### src/rtl/gpo_cfg.svh
// Register offsets, field positions and reset values of the port block.
// Assumes inclusion by bare name from the package and the design modules.
`ifndef GPO_CFG_SVH
`define GPO_CFG_SVH

`define GPO_ADDR_W 6
`define GPO_OFS_PIN_A 6'h00
`define GPO_OFS_DIR_A 6'h01
`define GPO_OFS_OUT_A 6'h02
`define GPO_OFS_PIN_B 6'h03
`define GPO_OFS_DIR_B 6'h04
`define GPO_OFS_OUT_B 6'h05
`define GPO_OFS_PIN_C 6'h06
`define GPO_OFS_DIR_C 6'h07
`define GPO_OFS_OUT_C 6'h08
`define GPO_OFS_CTRL 6'h35

`define GPO_CTRL_SCAN_DIS 7
`define GPO_CTRL_PUD 4
`define GPO_CTRL_VEC_SEL 1
`define GPO_CTRL_VEC_CHG 0
`define GPO_CTRL_RW_MASK 8'h93

`define GPO_RST_BYTE 8'h00
`define GPO_RX_PIN 0
`define GPO_TX_PIN 1
`define GPO_IRQ0_PIN 2
`define GPO_IRQ1_PIN 3
`define GPO_CAPTURE_PIN 6

`endif

### src/rtl/gpo_pkg.sv
// Types shared by the port block and its pin cell.
// Assumes the configuration header sits in the include path.
`default_nettype none
`include "gpo_cfg.svh"

package gpo_pkg;
  typedef logic [7:0] gpo_byte_t;
  typedef logic [`GPO_ADDR_W-1:0] gpo_addr_t;
endpackage : gpo_pkg

`default_nettype wire

### src/rtl/gpo_pin_cell.sv
// A row of pin cells: synchroniser, input gating and override muxes.
// Assumes pin levels are asynchronous inputs and overrides come from peripherals.
`default_nettype none
`include "gpo_cfg.svh"

module gpo_pin_cell #(
  parameter int WIDTH = 8
) (
  input wire logic mclk,
  input wire logic resetn,
  input wire logic clkEn,
  input wire logic [WIDTH-1:0] pinIn,
  input wire logic [WIDTH-1:0] dirBit,
  input wire logic [WIDTH-1:0] outBit,
  input wire logic pullupDisable,
  input wire logic sleepGate,
  input wire logic [WIDTH-1:0] pullup_override_en,
  input wire logic [WIDTH-1:0] pullup_override_val,
  input wire logic [WIDTH-1:0] dir_override_en,
  input wire logic [WIDTH-1:0] dir_override_val,
  input wire logic [WIDTH-1:0] outval_override_en,
  input wire logic [WIDTH-1:0] outval_override_val,
  input wire logic [WIDTH-1:0] input_en_override_en,
  input wire logic [WIDTH-1:0] input_en_override_val,
  output logic [WIDTH-1:0] pinOut,
  output logic [WIDTH-1:0] pinOe,
  output logic [WIDTH-1:0] pullupOn,
  output logic [WIDTH-1:0] inLevel
);
  import gpo_pkg::*;

  logic [WIDTH-1:0] syncMeta;
  logic [WIDTH-1:0] syncQ;
  logic [WIDTH-1:0] effDir;
  logic [WIDTH-1:0] inputEn;

  // ----------------------------------------
  // Two-flop synchroniser
  // ----------------------------------------
  // Only the second stage is looked at, so metastability never reaches logic.
  always_ff @(posedge mclk or negedge resetn) begin
    if (!resetn) begin
      syncMeta <= '0;
      syncQ <= '0;
    end else if (clkEn) begin
      syncMeta <= pinIn;
      syncQ <= syncMeta;
    end
  end

  // ----------------------------------------
  // Override muxes
  // ----------------------------------------
  // Without its override, pull-up only on an input pin with its data bit set, and never under the global disable.
  assign effDir = (dir_override_en & dir_override_val) | (~dir_override_en & dirBit);
  assign pinOe = effDir;
  assign pinOut = (outval_override_en & outval_override_val) | (~outval_override_en & outBit);
  assign pullupOn = (pullup_override_en & pullup_override_val) | (~pullup_override_en & ~dirBit & outBit & {WIDTH{~pullupDisable}});
  assign inputEn = (input_en_override_en & input_en_override_val) | (~input_en_override_en & {WIDTH{~sleepGate}});
  assign inLevel = syncQ & inputEn;

  a_sync_two_flop: assert property (@(posedge mclk) disable iff (!resetn)
    clkEn ##1 clkEn |=> syncQ == $past(pinIn, 2))
    else $error("synchroniser latency is not two enabled edges");

endmodule : gpo_pin_cell

`default_nettype wire

### src/rtl/gpo_port.sv
// Port block: registers for ports A to C, control register and the
// port D alternate-function overrides.
// Assumes one clock, software on a plain strobe port, peripherals on the override side.
//
// Our own choice: the strobed register port.
`default_nettype none
`include "gpo_cfg.svh"

module gpo_port #(
  parameter int SPIKE_CYCLES = 2
) (
  input wire logic mclk,
  input wire logic resetn,
  input wire logic clkEn,
  input wire gpo_pkg::gpo_addr_t regAddr,
  input wire gpo_pkg::gpo_byte_t regWrData,
  input wire logic regWrStrobe,
  input wire logic regRdStrobe,
  output gpo_pkg::gpo_byte_t regRdData,
  input wire gpo_pkg::gpo_byte_t portAPinIn,
  output gpo_pkg::gpo_byte_t portAPinOut,
  output gpo_pkg::gpo_byte_t portAPinOe,
  output gpo_pkg::gpo_byte_t portAPullup,
  input wire gpo_pkg::gpo_byte_t portBPinIn,
  output gpo_pkg::gpo_byte_t portBPinOut,
  output gpo_pkg::gpo_byte_t portBPinOe,
  output gpo_pkg::gpo_byte_t portBPullup,
  input wire gpo_pkg::gpo_byte_t portCPinIn,
  output gpo_pkg::gpo_byte_t portCPinOut,
  output gpo_pkg::gpo_byte_t portCPinOe,
  output gpo_pkg::gpo_byte_t portCPullup,
  input wire gpo_pkg::gpo_byte_t portDPinIn,
  input wire gpo_pkg::gpo_byte_t portDOutputData,
  input wire gpo_pkg::gpo_byte_t portDDirection,
  output gpo_pkg::gpo_byte_t portDPinOut,
  output gpo_pkg::gpo_byte_t portDPinOe,
  output gpo_pkg::gpo_byte_t portDPullup,
  output logic [1:0] portDSlewCtrl,
  input wire logic sleepInputDisable,
  input wire logic serialTxEnable,
  input wire logic serialRxEnable,
  input wire logic serialTxData,
  output logic serialRxPin,
  input wire logic [3:0] compareOutEnable,
  input wire logic [3:0] compareOutValue,
  output logic timer1CaptureIn,
  input wire logic [1:0] extIrqEnable,
  output logic [1:0] extIrqIn,
  input wire gpo_pkg::gpo_byte_t pinchangeMask,
  input wire logic pinchangeGroup3Enable,
  output gpo_pkg::gpo_byte_t pinchangeIn,
  input wire logic twowireEnable,
  output logic twowireSclIn,
  output logic twowireSdaIn,
  output logic scanPortDisable,
  output logic vectorTableSelect,
  output logic vectorChangeEnable
);
  import gpo_pkg::*;

  gpo_byte_t outA;
  gpo_byte_t outB;
  gpo_byte_t outC;
  gpo_byte_t dirA;
  gpo_byte_t dirB;
  gpo_byte_t dirC;
  gpo_byte_t ctrl;
  gpo_byte_t levA;
  gpo_byte_t levB;
  gpo_byte_t levC;
  gpo_byte_t levD;
  gpo_byte_t next_rdData;
  logic globalPullupDisable;

  // ----------------------------------------
  // Address decode
  // ----------------------------------------
  // A write of ones to an input register toggles the data bits, a cheap bit flip.
  wire logic wrEn = regWrStrobe & clkEn;
  wire logic wrPinA = wrEn & (regAddr == `GPO_OFS_PIN_A);
  wire logic wrDirA = wrEn & (regAddr == `GPO_OFS_DIR_A);
  wire logic wrOutA = wrEn & (regAddr == `GPO_OFS_OUT_A);
  wire logic wrPinB = wrEn & (regAddr == `GPO_OFS_PIN_B);
  wire logic wrDirB = wrEn & (regAddr == `GPO_OFS_DIR_B);
  wire logic wrOutB = wrEn & (regAddr == `GPO_OFS_OUT_B);
  wire logic wrPinC = wrEn & (regAddr == `GPO_OFS_PIN_C);
  wire logic wrDirC = wrEn & (regAddr == `GPO_OFS_DIR_C);
  wire logic wrOutC = wrEn & (regAddr == `GPO_OFS_OUT_C);
  wire logic wrCtrl = wrEn & (regAddr == `GPO_OFS_CTRL);

  // ----------------------------------------
  // Software registers
  // ----------------------------------------
  // Pins of ports A to C start as inputs with data bits cleared, so no pull-ups at power-up.
  always_ff @(posedge mclk or negedge resetn) begin
    if (!resetn) begin
      outA <= `GPO_RST_BYTE;
      outB <= `GPO_RST_BYTE;
      outC <= `GPO_RST_BYTE;
      dirA <= `GPO_RST_BYTE;
      dirB <= `GPO_RST_BYTE;
      dirC <= `GPO_RST_BYTE;
      ctrl <= `GPO_RST_BYTE;
    end else begin
      if (wrOutA) outA <= regWrData;
      else if (wrPinA) outA <= outA ^ regWrData;
      if (wrOutB) outB <= regWrData;
      else if (wrPinB) outB <= outB ^ regWrData;
      if (wrOutC) outC <= regWrData;
      else if (wrPinC) outC <= outC ^ regWrData;
      if (wrDirA) dirA <= regWrData;
      if (wrDirB) dirB <= regWrData;
      if (wrDirC) dirC <= regWrData;
      if (wrCtrl) ctrl <= regWrData & `GPO_CTRL_RW_MASK;
    end
  end

  assign globalPullupDisable = ctrl[`GPO_CTRL_PUD];
  assign scanPortDisable = ctrl[`GPO_CTRL_SCAN_DIS];
  assign vectorTableSelect = ctrl[`GPO_CTRL_VEC_SEL];
  assign vectorChangeEnable = ctrl[`GPO_CTRL_VEC_CHG];

  // ----------------------------------------
  // Read path
  // ----------------------------------------
  // Unmapped offsets read as zero; data stands one cycle after the strobe only.
  always_comb begin
    unique case (regAddr)
      `GPO_OFS_PIN_A: next_rdData = levA;
      `GPO_OFS_DIR_A: next_rdData = dirA;
      `GPO_OFS_OUT_A: next_rdData = outA;
      `GPO_OFS_PIN_B: next_rdData = levB;
      `GPO_OFS_DIR_B: next_rdData = dirB;
      `GPO_OFS_OUT_B: next_rdData = outB;
      `GPO_OFS_PIN_C: next_rdData = levC;
      `GPO_OFS_DIR_C: next_rdData = dirC;
      `GPO_OFS_OUT_C: next_rdData = outC;
      `GPO_OFS_CTRL: next_rdData = ctrl;
      default: next_rdData = `GPO_RST_BYTE;
    endcase
  end

  always_ff @(posedge mclk or negedge resetn) begin
    if (!resetn) begin
      regRdData <= `GPO_RST_BYTE;
    end else if (clkEn) begin
      regRdData <= regRdStrobe ? next_rdData : `GPO_RST_BYTE;
    end
  end

  // ----------------------------------------
  // Ports A to C: no overrides
  // ----------------------------------------
  // Sleep gating still applies to these inputs, which keeps floating pins quiet.
  gpo_pin_cell #(.WIDTH(8)) cellA (
    .mclk(mclk), .resetn(resetn), .clkEn(clkEn), .pinIn(portAPinIn), .dirBit(dirA), .outBit(outA),
    .pullupDisable(globalPullupDisable), .sleepGate(sleepInputDisable),
    .pullup_override_en('0), .pullup_override_val('0), .dir_override_en('0), .dir_override_val('0), .outval_override_en('0), .outval_override_val('0), .input_en_override_en('0), .input_en_override_val('0),
    .pinOut(portAPinOut), .pinOe(portAPinOe), .pullupOn(portAPullup), .inLevel(levA)
  );
  gpo_pin_cell #(.WIDTH(8)) cellB (
    .mclk(mclk), .resetn(resetn), .clkEn(clkEn), .pinIn(portBPinIn), .dirBit(dirB), .outBit(outB),
    .pullupDisable(globalPullupDisable), .sleepGate(sleepInputDisable),
    .pullup_override_en('0), .pullup_override_val('0), .dir_override_en('0), .dir_override_val('0), .outval_override_en('0), .outval_override_val('0), .input_en_override_en('0), .input_en_override_val('0),
    .pinOut(portBPinOut), .pinOe(portBPinOe), .pullupOn(portBPullup), .inLevel(levB)
  );
  gpo_pin_cell #(.WIDTH(8)) cellC (
    .mclk(mclk), .resetn(resetn), .clkEn(clkEn), .pinIn(portCPinIn), .dirBit(dirC), .outBit(outC),
    .pullupDisable(globalPullupDisable), .sleepGate(sleepInputDisable),
    .pullup_override_en('0), .pullup_override_val('0), .dir_override_en('0), .dir_override_val('0), .outval_override_en('0), .outval_override_val('0), .input_en_override_en('0), .input_en_override_val('0),
    .pinOut(portCPinOut), .pinOe(portCPinOe), .pullupOn(portCPullup), .inLevel(levC)
  );

  // ----------------------------------------
  // Port D override signals
  // ----------------------------------------
  // The serial enables own pins 1 and 0; upper pins see no pull-up or direction overrides.
  wire logic [1:0] serialEn = {serialTxEnable, serialRxEnable};
  wire logic [1:0] serialPuov = portDOutputData[1:0] & {2{~globalPullupDisable}};
  wire gpo_byte_t dPuoe = {6'h00, serialEn};
  wire gpo_byte_t dPuov = {6'h00, serialPuov};
  wire gpo_byte_t dDdoe = {6'h00, serialEn};
  wire gpo_byte_t dDdov = {6'h00, 2'h2};
  // The transmit value sits on pin 1, so the low nibble carries it one place up.
  wire gpo_byte_t dPvoe = {compareOutEnable, 2'h0, serialTxEnable, 1'h0};
  wire gpo_byte_t dPvov = {compareOutValue, 2'h0, serialTxData, 1'h0};
  wire gpo_byte_t pcForce = pinchangeMask & {8{pinchangeGroup3Enable}};
  wire gpo_byte_t dDieoe = pcForce | {4'h0, extIrqEnable, 2'h0};

  gpo_pin_cell #(.WIDTH(8)) cellD (
    .mclk(mclk), .resetn(resetn), .clkEn(clkEn), .pinIn(portDPinIn), .dirBit(portDDirection),
    .outBit(portDOutputData), .pullupDisable(globalPullupDisable), .sleepGate(sleepInputDisable),
    .pullup_override_en(dPuoe), .pullup_override_val(dPuov), .dir_override_en(dDdoe), .dir_override_val(dDdov), .outval_override_en(dPvoe), .outval_override_val(dPvov),
    .input_en_override_en(dDieoe), .input_en_override_val('1),
    .pinOut(portDPinOut), .pinOe(portDPinOe), .pullupOn(portDPullup), .inLevel(levD)
  );

  // ----------------------------------------
  // Port D peripheral inputs
  // ----------------------------------------
  // Change sources 24 to 31 are the synchronised, gated pin levels in order.
  assign pinchangeIn = levD;
  assign extIrqIn = {levD[`GPO_IRQ1_PIN], levD[`GPO_IRQ0_PIN]};
  assign timer1CaptureIn = levD[`GPO_CAPTURE_PIN];
  assign serialRxPin = levD[`GPO_RX_PIN];
  assign portDSlewCtrl = {2{twowireEnable}};

  // ----------------------------------------
  // Two-wire spike filters
  // ----------------------------------------
  // A level is only accepted after it holds for SPIKE_CYCLES edges; the cost is latency.
  wire logic [1:0] filtOut;
  wire logic [1:0] twiRaw = levD[1:0];

  // Each lane keeps its own flops, so no variable is written by two processes.
  for (genvar g = 0; g < 2; g++) begin : gFilt
    logic filtLast;
    logic filtQ;
    logic [7:0] filtCnt;
    wire logic same = (twiRaw[g] == filtLast);
    wire logic done = (filtCnt >= 8'(SPIKE_CYCLES - 1));
    always_ff @(posedge mclk or negedge resetn) begin
      if (!resetn) begin
        filtLast <= 1'h0;
        filtCnt <= 8'h00;
        filtQ <= 1'h0;
      end else if (clkEn) begin
        filtLast <= twiRaw[g];
        filtCnt <= same ? (done ? filtCnt : filtCnt + 8'h01) : 8'h00;
        if (same && done && twowireEnable) filtQ <= twiRaw[g];
      end
    end
    assign filtOut[g] = filtQ;
  end

  assign twowireSdaIn = filtOut[`GPO_TX_PIN];
  assign twowireSclIn = filtOut[`GPO_RX_PIN];

  // ----------------------------------------
  // Assertions
  // ----------------------------------------
  a_tx_forced_out: assert property (@(posedge mclk) disable iff (!resetn)
    serialTxEnable |-> portDPinOe[`GPO_TX_PIN] && portDPinOut[`GPO_TX_PIN] == serialTxData)
    else $error("transmit pin not driven while transmitter enabled");

  a_rx_forced_in: assert property (@(posedge mclk) disable iff (!resetn)
    serialRxEnable |-> !portDPinOe[`GPO_RX_PIN])
    else $error("receive pin driven while receiver enabled");

  a_rx_pullup_data: assert property (@(posedge mclk) disable iff (!resetn)
    serialRxEnable |-> portDPullup[`GPO_RX_PIN] == (portDOutputData[0] & ~globalPullupDisable))
    else $error("receive pin pull-up does not follow its data bit");

  a_pud_all_off: assert property (@(posedge mclk) disable iff (!resetn)
    globalPullupDisable |-> (portAPullup | portBPullup | portCPullup | portDPullup) == 8'h00)
    else $error("pull-up on while globally disabled");

  a_cmp_replaces_out: assert property (@(posedge mclk) disable iff (!resetn)
    ((portDPinOut[7:4] & compareOutEnable) == (compareOutValue & compareOutEnable))
    && portDPinOe[7:4] == portDDirection[7:4])
    else $error("compare output not passed to upper pin");

  a_irq_gated: assert property (@(posedge mclk) disable iff (!resetn)
    sleepInputDisable && extIrqEnable == 2'h0 && pcForce[3:2] == 2'h0 |-> extIrqIn == 2'h0)
    else $error("interrupt input not gated in sleep");

  a_capture_pair: assert property (@(posedge mclk) disable iff (!resetn)
    timer1CaptureIn == pinchangeIn[`GPO_CAPTURE_PIN])
    else $error("capture input differs from change source 30");

  a_slew_follows: assert property (@(posedge mclk) disable iff (!resetn)
    portDSlewCtrl == {2{twowireEnable}})
    else $error("slew control does not follow two-wire enable");

  a_data_readback: assert property (@(posedge mclk) disable iff (!resetn)
    clkEn && wrOutA ##1 clkEn && regRdStrobe && regAddr == `GPO_OFS_OUT_A && !wrEn
    |=> regRdData == $past(regWrData, 2))
    else $error("data register read-back mismatch");

  a_ctrl_reserved: assert property (@(posedge mclk) disable iff (!resetn)
    (ctrl & ~`GPO_CTRL_RW_MASK) == 8'h00)
    else $error("reserved control bit set");

  c_tx_over_dir: cover property (@(posedge mclk) disable iff (!resetn)
    serialTxEnable && !portDDirection[`GPO_TX_PIN]);
  c_pud_set: cover property (@(posedge mclk) disable iff (!resetn)
    globalPullupDisable && portAPinOe == 8'h00 && outA != 8'h00);
  c_cmp_active: cover property (@(posedge mclk) disable iff (!resetn) compareOutEnable != 4'h0);
  c_twi_filter: cover property (@(posedge mclk) disable iff (!resetn) twowireEnable && $rose(twowireSdaIn));

endmodule : gpo_port

`default_nettype wire

### config.mk
export PLATFORM = sky130hd
export DESIGN_NAME = gpo_port
export DESIGN_NICKNAME = d
export VERILOG_FILES = /design/src/rtl/gpo_pkg.sv /design/src/rtl/gpo_pin_cell.sv /design/src/rtl/gpo_port.sv
export VERILOG_INCLUDE_DIRS = /design/src /design/src/rtl
export SDC_FILE = /design/constraint.sdc
export NUM_CORES = 1
export LEC_CHECK = 0
export BUFFER_PORTS_ARGS = -buffer_cell sky130_fd_sc_hd__buf_2
export CAP_MARGIN = 10
export CORE_MARGIN = 2
export CORE_UTILIZATION = 58
export CTS_CLUSTER_SIZE = 16
export DETAILED_ROUTE_END_ITERATION = 10
export PLACE_DENSITY = 0.93
export SKIP_CTS_REPAIR_TIMING = 1
export SYNTH_ARGS = -nofsm -noshare
export SYNTH_HDL_FRONTEND = slang
export SYNTH_HIERARCHICAL = 1
export SYNTH_SLANG_ARGS = --single-unit
### constraint.sdc
create_clock -name mclk -period 4.42 [get_ports mclk]
set_input_delay 0.442 -clock mclk [delete_from_list [all_inputs] [get_ports mclk]]
set_output_delay 0.442 -clock mclk [all_outputs]
set_load 0.05 [all_outputs]
Word-level counts from Yosys, hierarchy flattened:

Cells that the tools add are included.

* register bits after elaboration: 144
* memory bits (read-only): 0
* memories: 0
* bits of input ports: 91
* latch bits: 0
* output and inout port bits: 123
* bits in writable memories: 0
* logic and storage cells: 111

* $add $sub $neg: 2
* muxes and demuxes: 12
* reduce and logical (&&, ||, !) cells: 12
* shift operators: 0
* multiply operators: 0
* bitwise operators: 48
* magnitude comparators: 2
* eq/ne operators: 13
* div/mod/pow operators: 0

Operator list (number)
* $and 8x8->8: 18
* $mux 8: 11
* $pmux 8 s10: 1
* $not 8->8: 6
* $eq 6x3->1 const B: 4
* $or 8x8->8: 3
* $xor 8x8->8: 3
* $add 8x1->8 const B: 2
* $ge 8x1->1 const B: 2
* $eq 6x2->1 const B: 2
* $and 1x1->1: 11
* $not 2->8: 1
* $or 2x8->8: 1
* $or 8x4->8: 1
* $reduce_and 2->1: 4
* $eq 6x1->1 const B: 1
* $eq 6x4->1 const B: 1
* $eq 6x6->1 const B: 1
* $logic_not 6->1: 1
* $reduce_bool 2->1: 3
* $and 2x2->2: 2
* $logic_and 1x1->1: 4
* $ne 2x2->1 const B: 2
* $eq 1x1->1: 2
* $not 1->1: 2

Depth between registers and ports, before layout:

Gate-level depths: netlist of run 1.

* word-level depth: 10
* gate-level depth with buffers: 7
* gate-level depth less buffers: 7

Modules after synthesis:

The synthesis of run 1 kept the hierarchy.

By module, submodules not included
* gpo_pin_cell: times used 4, area each 1084.8 µm², seq. area each 400.4 µm², cells an instance 107
* gpo_port: times used 1, area each 4232.8 µm², seq. area each 2001.9 µm², cells an instance 369

Least setup slack after synthesis of run 1:

Ideal clock, no wire load.

* kind: input port to flip-flop
* start: in pinchangeMask[0]
* end: reg gFilt[0].filtCnt[0]
* setup time: 0.125 ns
* data required time: 4.295 ns
* arrival time: 3.411 ns
* path buffers: 0
* path slack: 0.884 ns
* stages on the path: 7
* cell sequence: and2_1 or2_2 a21boi_0 xor2_1 a21oi_1 nand2b_1 mux2_2

* longest elaborated chain between the ends: 9
* elaborated cells on any way between the ends: 10
* those cells by class: eq/ne: 2; mux: 1; bitwise: 6; reduce/logical: 1

RTL lines
* start, declared: line gpo_port.sv:49 `input wire gpo_pkg::gpo_byte_t pinchangeMask,`
* $and 8x8->8 *: line gpo_port.sv:187 `wire gpo_byte_t pcForce = pinchangeMask & {8{pinchangeGroup3Enable}};`
* $or 8x4->8 *: line gpo_port.sv:188 `wire gpo_byte_t dDieoe = pcForce | {4'h0, extIrqEnable, 2'h0};`
* $not 8->8: line gpo_pin_cell.sv:59 `assign inputEn = (input_en_override_en & input_en_override_val) | (~input_en_override_en & {WIDTH{~sleepGate}} ...`
* $and 8x8->8: line gpo_pin_cell.sv:59
* $or 8x8->8 *: line gpo_pin_cell.sv:59
* $and 8x8->8 *: line gpo_pin_cell.sv:60 `assign inLevel = syncQ & inputEn;`
* net pinchangeIn[0]: line gpo_port.sv:51 `output gpo_pkg::gpo_byte_t pinchangeIn,`
* $eq 1x1->1 *: line gpo_port.sv:220 `wire logic same = (twiRaw[g] == filtLast);`
* $ne 2x2->1 (no source line)
* $reduce_and 2->1 (no source line)
* end signal, assigned: line gpo_port.sv:229 `filtCnt <= same ? (done ? filtCnt : filtCnt + 8'h01) : 8'h00;`
* end, declared: line gpo_port.sv:219 `logic [7:0] filtCnt;`

The timed path passes the listed nets; every way through them passes the cells marked *.
A chain may end at the register's enable or synchronous reset.

Worst setup path after layout of run 1:

* start: in sleepInputDisable
* end: reg gFilt[0].filtCnt[0]

* longest elaborated chain between the ends: 7
* elaborated cells on any way between the ends: 8
* those cells by class: eq/ne: 2; mux: 1; bitwise: 4; reduce/logical: 1

RTL lines
* start, declared: line gpo_port.sv:39 `input wire logic sleepInputDisable,`
* $not 1->1 *: line gpo_pin_cell.sv:59
* $and 8x8->8 *: line gpo_pin_cell.sv:59
* $or 8x8->8 *: line gpo_pin_cell.sv:59
* $and 8x8->8 *: line gpo_pin_cell.sv:60
* $eq 1x1->1 *: line gpo_port.sv:220
* $ne 2x2->1 (no source line)
* $reduce_and 2->1 (no source line)

Mark *: on every way between the ends. The rest lies on a longest branch, timed or not.

==> results of run 1 <==
## cells by family (layout without fill, tap and decap cells)
| group | count (synthesis) | after routing | share of synthesized area [%] |
|---|---|---|---|
| AO/OA/AOI/OAI | 162 | 162 | 13.2 |
| other | 2 | 316 | 0.0876 |
| buffers and inverters | 84 | 298 | 5.31 |
| adder cells (fa/ha/maj) | 6 | 6 | 0.876 |
| flip-flops | 144 | 144 | 42.0 |
| AND/OR/NAND/NOR | 236 | 236 | 13.6 |
| XOR/XNOR | 18 | 18 | 1.84 |
| multiplexers | 145 | 145 | 23.1 |
## sequential cells by signal, indices dropped and copies added (netlist names)
name,cells
outC,8
cellA/syncQ,8
ctrl,4
twowireSdaIn,1
outB,8
twowireSclIn,1
cellD/syncMeta,8
cellC/syncQ,8
cellB/syncQ,8
dirA,8
dirC,8
cellD/syncQ,8
gFilt.filtLast,2
outA,8
cellA/syncMeta,8
cellC/syncMeta,8
cellB/syncMeta,8
dirB,8
gFilt.filtCnt,16
regRdData,8
## where the power goes
| part | internal, W | switching (W) |
|---|---|---|
| registers | 0.00148 | 0.000145 |
| logic | 0.000419 | 0.000749 |
| clock network | 0.00103 | 0.000543 |
## metrics by stage
| step | power (W) | area, µm² | utilization, % | std cells | hold slack [ns] |
|---|---|---|---|---|---|
| 3_3_place_gp | 0.00273 | 10800 | 74.7 | 1474 | 0.463 |
| 6_report | 0.00436 | 11500 | 79.2 | 1509 | 0.139 |
| 2_1_floorplan | 0.00249 | 9740 | - | 1108 | 0.146 |
| 5_1_grt | 0.00454 | 11500 | 79.2 | 1508 | 0.230 |
| 3_5_place_dp | 0.00277 | 10800 | 74.7 | 1474 | 0.463 |
| 4_1_cts | 0.00435 | 11500 | 79.1 | 1506 | 0.217 |
## worst paths after layout
| path | end | slack, ns | depth (start not counted) |
|---|---|---|---|
| worst max register to register | gFilt[0].filtCnt[0] | 2.10 | 5 |
| worst max-delay path | gFilt[0].filtCnt[0] | 1.83 | 7 |
| worst min-delay path | gFilt[1].filtCnt[3] | 0.14 | 1 |
| worst min register to register | gFilt[1].filtCnt[7] | 0.48 | 1 |
| max in group asynchronous | cellA/syncQ[3] | 3.26 | 2 |
| min in group mclk | cellC/syncMeta[3] | 0.24 | 2 |
## final cells by class
class / instances / area share, %
flip-flops and latches: 144 / 31.4
multi-input cells: 880 / 49.5
clock buffers: 23 / 4.08
clock inverters: 9 / 1.57
inverters: 47 / 1.54
diodes: 3 / 0.0655
repair buffers: 219 / 9.77
well taps: 184 / 2.01
## layer usage
layer	track usage, %	vias up	routed length [µm]
li1	-	3594	-
met1	37.1	3596	9050
met2	53.7	359	12100
met3	6.80	102	1660
met4	14.8	0	1090
met5	0	-	0
## Yosys cell counts, types with 4 or more instances
master	instances
buf_4	6
a21boi_0	33
a22o_1	4
o21ai_0	42
a31oi_1	5
nor2_1	13
o22ai_1	7
mux2_4	48
clkbuf_1	7
or2_2	32
dfrtp_1	144
inv_1	47
mux2_2	82
buf_2	12
and3_1	6
o41ai_1	32
a21oi_1	15
and2_1	16
xor2_1	18
nand3_1	24
ha_1	6
a311oi_1	7
nand2_1	119
buf_12	4
mux4_2	15
buf_6	5
## worst max-delay path, delay by kind of cell
| family | cells | cell delay (ns) |
|---|---|---|
| compound gates | 2 | 1.01 |
| simple gates | 2 | 0.56 |
| mux | 1 | 0.35 |
| buf+inv | 1 | 0.27 |
| xor+xnor | 1 | 0.25 |
==> flow_summary.ini, run 1 <==
[run_status]
status = completed

[setup_path]
rr_startpoint = cellD/syncQ[0]
crit_path_end_kind = register
start_kind = input port
crit_path_max_incr_delay_ns = 0.59
path_max_fanout = 32
worstSetupPathType = input port to register
critPathRequiredTime_ns = 4.73
crit_chain = buf_2 -> or2_2 -> a21boi_0 -> xor2_1 -> a21oi_1 -> nand2b_1 -> mux2_2
startpoint = sleepInputDisable
cp_slowest_cell = a21boi_0
arrival_ns = 2.90

[logic_synthesis]
synth_edf_count = 0
ys_top_cells_by_area = dfrtp_1 42%, mux2_2 11%, mux2_4 8.4%
async_flop_share_pct = 100
syn_area_per_cell_um2 = 10.8
yosys_warnings = 6
yosys_register_bits = 144
syn_area_um2 = 8570
synth_ff_type = dfrtp_1
yosys.area.top_type = dfrtp_1
yosysSeqAreaShare_pct = 42.0
synth_top_area_share_pct = 42.0
synth_cell_type_count = 54
synthCells = 797

[placement]
place_congestion = 0.883
numPortBuffers = 213
place_ws_ns = 1.50
dpl.hpwl_um = 16500

[cts]
h-tree-depth = 4
clock_sinks = 144
cts_buffer_depth = 2
clkTransAtPathRegs_ns = 0.06
root_buffer = clkbuf_16
cts_inserted_buffers = 17
cts_tree = built
clock_latency_ns = 0.43

[route]
via_per_inst = 5.07
totalWireLength_um = 23900
drt_iter0_drc = 637
vias = 7651
dr.pass1.iters = 7
routedWlPerCell_um = 15.8
drtAntennaViolNets = 0
drc_errors = 0

[min_path]
holdCritPathClass = input port to async pin

[global_route]
grt_overflow = 0
grt_max_degree = 117
grt_pass1_vias = 7679
grtUsageTotal_pct = 31.1
grt_pass1_wl_um = 38500
antenna_found_initial = 2

[final_layout]
fillers = 895
drive_gt1_share_pct = 32.4
area_delta_synth_final_pct = 33.8
seqCellArea_um2 = 3600
most-common-layout-cells = 313 x conb_1, 211 x buf_2, 144 x dfrtp_1
multiInputGateArea_um2 = 5680
final_common_cell = conb_1
nets = 1406

[power]
power-per-cell-area_nw_per_um2 = 380
leakagePower_nw = 5.80
peakVddDrop_v = 0.000285

[sta]
min_period_over_period_pct = 58.6
fmaxAchievable_mhz = 386
finalCriticalPeriod_ns = 2.59
fin_setup_tns_ns = 0
setup_ws_ns = 1.83
worst_pin_slew_ns = 1.05
rsz0062_at_grt = false
skew_ns = 0.00632
setup_violations = 0
hold_violations = 0
maxSlewViolCount = 0
relSlewSlack_pct = 29.8

[run]
cap_violations = 0

[floorplanning]
die_h_um = 126
ios = 214
core_area_um2 = 14500
rows = 44
initial_core_util_pct = 59.2
die_x_um = 126
fp.dieArea_um2 = 15800
(Power assumes the default switching activity.)
==> run 2, diff against run 1 <==
--- a/config.mk
+++ b/config.mk
@@ -9,10 +9,10 @@
 export BUFFER_PORTS_ARGS = -buffer_cell sky130_fd_sc_hd__buf_2
 export CAP_MARGIN = 10
 export CORE_MARGIN = 2
-export CORE_UTILIZATION = 58
+export CORE_UTILIZATION = 49
 export CTS_CLUSTER_SIZE = 16
 export DETAILED_ROUTE_END_ITERATION = 10
-export PLACE_DENSITY = 0.93
+export PLACE_DENSITY = 0.84
 export SKIP_CTS_REPAIR_TIMING = 1
 export SYNTH_ARGS = -nofsm -noshare
 export SYNTH_HDL_FRONTEND = slang
==> constraint.sdc (replaced) <==
create_clock -name mclk -period 2.15 [get_ports mclk]
set_input_delay 0.215 -clock mclk [delete_from_list [all_inputs] [get_ports mclk]]
set_output_delay 0.215 -clock mclk [all_outputs]
set_load 0.05 [all_outputs]
==> flow_summary.ini, run 2 (synthesis gave the netlist of run 1 again) <==
[floorplanning]
ios = 214
die_h_um = 136
initial_core_util_pct = 49.9
core_area_um2 = 17200
rows = 48
fp.dieArea_um2 = 18600
die_x_um = 136

[setup_path]
arrival_ns = 1.86
worstSetupPathType = register to output pin
start_kind = register
path_max_fanout = 30
crit_path_end_kind = output pin
critPathRequiredTime_ns = 1.93

[cts]
cts_tree = built
root_buffer = clkbuf_16
clock_latency_ns = 0.42
cts_inserted_buffers = 17
clkTransAtPathRegs_ns = 0.06
clock_sinks = 144
cts_buffer_depth = 2
h-tree-depth = 4

[global_route]
grtUsageTotal_pct = 24.9
grt_pass1_wl_um = 35700
grt_pass1_vias = 7251
grt_overflow = 0
antenna_found_initial = 2
grt_max_degree = 56

[route]
drt_iter0_drc = 447
vias = 7504
drc_errors = 0
drtAntennaViolNets = 0
dr.pass1.iters = 5
via_per_inst = 4.78
routedWlPerCell_um = 14.4
totalWireLength_um = 22600

[min_path]
holdCritPathClass = input port to register

[sta]
maxSlewViolCount = 0
skew_ns = 0.00896
min_period_over_period_pct = 96.7
setup_violations = 0
fmaxAchievable_mhz = 481
worst_pin_slew_ns = 0.627
hold_violations = 0
finalCriticalPeriod_ns = 2.08
relSlewSlack_pct = 58.2
rsz0062_at_grt = false

[final_layout]
drive_gt1_share_pct = 34.1
fillers = 1302
instances_no_fill = 1569
area_delta_synth_final_pct = 37.4
nets = 1426
largest_register = gFilt.filtCnt
most-common-layout-cells = 313 x conb_1, 206 x buf_2, 143 x dfrtp_1
final_common_cell = conb_1
largest_register_ffs = 16
stdcell_area_um2 = 11800

[run]
cap_violations = 0

[power]
finalPower_w = 0.00900
p_int_w = 0.00606
combPwrFrac_pct = 27.4
power-per-cell-area_nw_per_um2 = 764
sw_frac_of_total_pct = 32.7
leakagePower_nw = 5.96
peakVddDrop_v = 0.000553
clkPwrFrac_pct = 35.7
p_switching_w = 0.00294
seq_power_share_pct = 36.9

[placement]
dpl.hpwl_um = 17300
place_area_um2 = 11100
dp_cells = 1534
numPortBuffers = 213
place_congestion = 0.915

[run_status]
status = completed
## run 2: cell types whose count changed in the layout (fill, tap and decap cells not counted), moves of 3 or more
cell      change
o41ai_1       -3
clkbuf_1      -3
o41ai_2       +3
buf_2         -5
a21boi_0      -5
a21boi_1      +3
buf_12        +3
buf_4        +21
clkbuf_8      +3
## run 2: path summary, 6_finish.rpt
kind	start	endpoint	slack, ns	cells past startpoint
max	ctrl[4]	portBPullup[4]	0.07	3
min in group asynchronous	resetn	gFilt[1].filtCnt[3]	0.29	2
max reg2reg	gFilt[1].filtCnt[0]	gFilt[1].filtCnt[1]	0.11	5
max in group asynchronous	resetn	dirA[7]	1.16	3
min reg2reg	gFilt[1].filtCnt[6]	gFilt[1].filtCnt[6]	0.48	1
min	portAPinIn[6]	cellA/syncMeta[6]	0.02	2
## run 2: layout make-up
type	instances	area (µm²)	share of cell area (%)
clock inverters	9	153	1.30
well taps	225	282	2.39
clock buffers	23	498	4.23
flip-flops and latches	144	3600	30.6
diodes	2	5.00	0.0425
repair buffers	239	1320	11.2
inverters	47	176	1.50
multi-input cells	880	5740	48.7
## run 2: metal layers
layer  global-route usage [%]  vias to the layer above  routed length [µm]
met5                        0                        -                   0
met4                     12.6                        0                1060
li1                         -                     3610                   -
met3                     5.37                       75                1620
met1                     31.1                     3504                9080
met2                     41.0                      315               10800
## run 2: worst max-delay path, cell delays in order, from the launching register on
cell and delay (ns):
dfrtp_2 0.50, buf_12 0.20, o41ai_1 0.39, buf_2 0.33
## run 2: power by group through the flow
stage / logic, W / registers, W / clock network (W)
2_1_floorplan: 0.00184 / 0.00329 / 0
3_3_place_gp: 0.00235 / 0.00334 / 0
3_5_place_dp: 0.00242 / 0.00336 / 0
4_1_cts: 0.00243 / 0.00332 / 0.00324
5_1_grt: 0.00267 / 0.00337 / 0.00336
6_report: 0.00247 / 0.00332 / 0.00322
## run 2: through the flow
stage               setup slack [ns]  hold slack [ns]  TNS [ns]  utilization [%]
floorplan                     -0.351          -0.0806    -11.16                -
global route                  0.0139           0.0115         0             68.6
finish                        0.0709           0.0220         0             68.6
global placement               0.176            0.182         0             64.5
CTS                          -0.0186           -0.255   -0.0271             68.2
detailed placement            0.0462            0.190         0             64.5
==> run 3, diff against run 2 <==
--- a/config.mk
+++ b/config.mk
@@ -13,6 +13,7 @@
 export CTS_CLUSTER_SIZE = 16
 export DETAILED_ROUTE_END_ITERATION = 10
 export PLACE_DENSITY = 0.84
+export RECOVER_POWER = 50
 export SKIP_CTS_REPAIR_TIMING = 1
 export SYNTH_ARGS = -nofsm -noshare
 export SYNTH_HDL_FRONTEND = slang
==> flow_summary.ini, run 3 (synthesis gave the netlist of run 1 again) <==
[power]
leakagePower_nw = 5.78
p_switching_w = 0.00293
clkPwrFrac_pct = 36.0
sw_frac_of_total_pct = 32.9
combPwrFrac_pct = 26.8
finalPower_w = 0.00892
power-per-cell-area_nw_per_um2 = 768
peakVddDrop_v = 0.000556
p_int_w = 0.00599
seq_power_share_pct = 37.2

[min_path]
holdCritPathClass = input port to register

[setup_path]
cp_slowest_cell = dfrtp_2
critPathRequiredTime_ns = 1.93
crit_path_end_kind = output pin
path_max_fanout = 30
crit_path_max_incr_delay_ns = 0.50
crit_chain = buf_12 -> o41ai_1 -> buf_2
worstSetupPathType = register to output pin
path_buf_inv = 2
start_kind = register
path_delay_family = buffers and inverters
arrival_ns = 1.87

[placement]
numPortBuffers = 213
place_ws_ns = 0.0462
dp_cells = 1534
place_congestion = 0.915
dpl.hpwl_um = 17300
place_area_um2 = 11100

[sta]
skew_ns = 0.00840
setup_violations = 0
setup_ws_ns = 0.0689
relSlewSlack_pct = 15.1
worst_pin_slew_ns = 1.27
finalCriticalPeriod_ns = 2.08
hold_violations = 0
fin_setup_tns_ns = 0
rsz0062_at_grt = false
fmaxAchievable_mhz = 481
min_period_over_period_pct = 96.8
maxSlewViolCount = 0

[route]
drtAntennaViolNets = 0
via_per_inst = 4.79
drt_iter0_drc = 465
dr.pass1.iters = 5
vias = 7514
drc_errors = 0
totalWireLength_um = 22500
routedWlPerCell_um = 14.4

[global_route]
grt_max_degree = 56
grt_overflow = 0
grt_pass1_wl_um = 35700
grt_pass1_vias = 7251
grtUsageTotal_pct = 24.9
antenna_found_initial = 2

[cts]
cts_buffer_depth = 2
cts_inserted_buffers = 17
cts_tree = built
clock_sinks = 144
clkTransAtPathRegs_ns = 0.06
root_buffer = clkbuf_16
clock_latency_ns = 0.42
h-tree-depth = 4

[final_layout]
instances_no_fill = 1569
most-common-layout-cells = 313 x conb_1, 189 x buf_2, 143 x dfrtp_1
final_common_cell = conb_1
nets = 1426
fillers = 1351
stdcell_area_um2 = 11600
drive_gt1_share_pct = 30.6
largest_register = gFilt.filtCnt
area_delta_synth_final_pct = 35.6
largest_register_ffs = 16

[floorplanning]
die_x_um = 136
rows = 48
fp.dieArea_um2 = 18600
core_area_um2 = 17200
die_h_um = 136
initial_core_util_pct = 49.9
ios = 214

[run]
cap_violations = 0

[run_status]
status = completed
-- run 3: worst register-to-register path, delay by kind of cell, from the launching register on --
kind / cells / cell delay, ns
muxes: 1 / 0.29
AOI/OAI and AO/OA: 1 / 0.23
adders and majority gates: 1 / 0.21
DFF: 1 / 0.43
and+or+nand+nor: 2 / 0.77
-- run 3: through the flow --
| stage | utilization (%) | hold WS, ns |
|---|---|---|
| floorplan | - | -0.0806 |
| global placement | 64.5 | 0.182 |
| detailed placement | 64.5 | 0.190 |
| CTS | 68.2 | -0.255 |
| global route | 67.7 | -0.000884 |
| finish | 67.7 | 0.00782 |
-- run 3: power groups by stage --
stage / sequential, W / clock, W / combinational, W
2_1_floorplan: 0.00329 / 0 / 0.00184
3_3_place_gp: 0.00334 / 0 / 0.00235
3_5_place_dp: 0.00336 / 0 / 0.00242
4_1_cts: 0.00332 / 0.00324 / 0.00243
5_1_grt: 0.00336 / 0.00336 / 0.00259
6_report: 0.00332 / 0.00322 / 0.00239
-- run 3: path summary, 6_finish.rpt --
kind / from / endpoint / slack, ns / cells past startpoint
max: ctrl[4] / portBPullup[4] / 0.07 / 3
min: portAPinIn[6] / cellA/syncMeta[6] / 0.008 / 2
max reg2reg: gFilt[1].filtCnt[0] / gFilt[1].filtCnt[1] / 0.11 / 5
min reg2reg: cellD/syncQ[3] / cellD/syncQ[3] / 0.48 / 1
max in group asynchronous: resetn / dirA[7] / 0.37 / 3
min in group asynchronous: resetn / gFilt[1].filtCnt[3] / 0.59 / 2
-- run 3: area by class of cell --
type                            instances  area, µm²  share of cell area, %
Timing Repair Buffer                  239       1280                   11.0
Sequential cell                       144       3600                   31.0
Clock inverter                          9        153                   1.31
Multi-Input combinational cell        880       5630                   48.4
Inverter                               47        176                   1.52
Clock buffer                           23        498                   4.28
Antenna cell                            2       5.00                 0.0431
Tap cell                              225        282                   2.42
-- run 3: metal layers --
metal / vias up / global-route usage [%] / wire [µm]
met5: - / 0 / 0
met4: 0 / 12.6 / 934
met3: 65 / 5.37 / 1640
met2: 316 / 41.0 / 10800
met1: 3522 / 31.1 / 9140
li1: 3611 / - / -
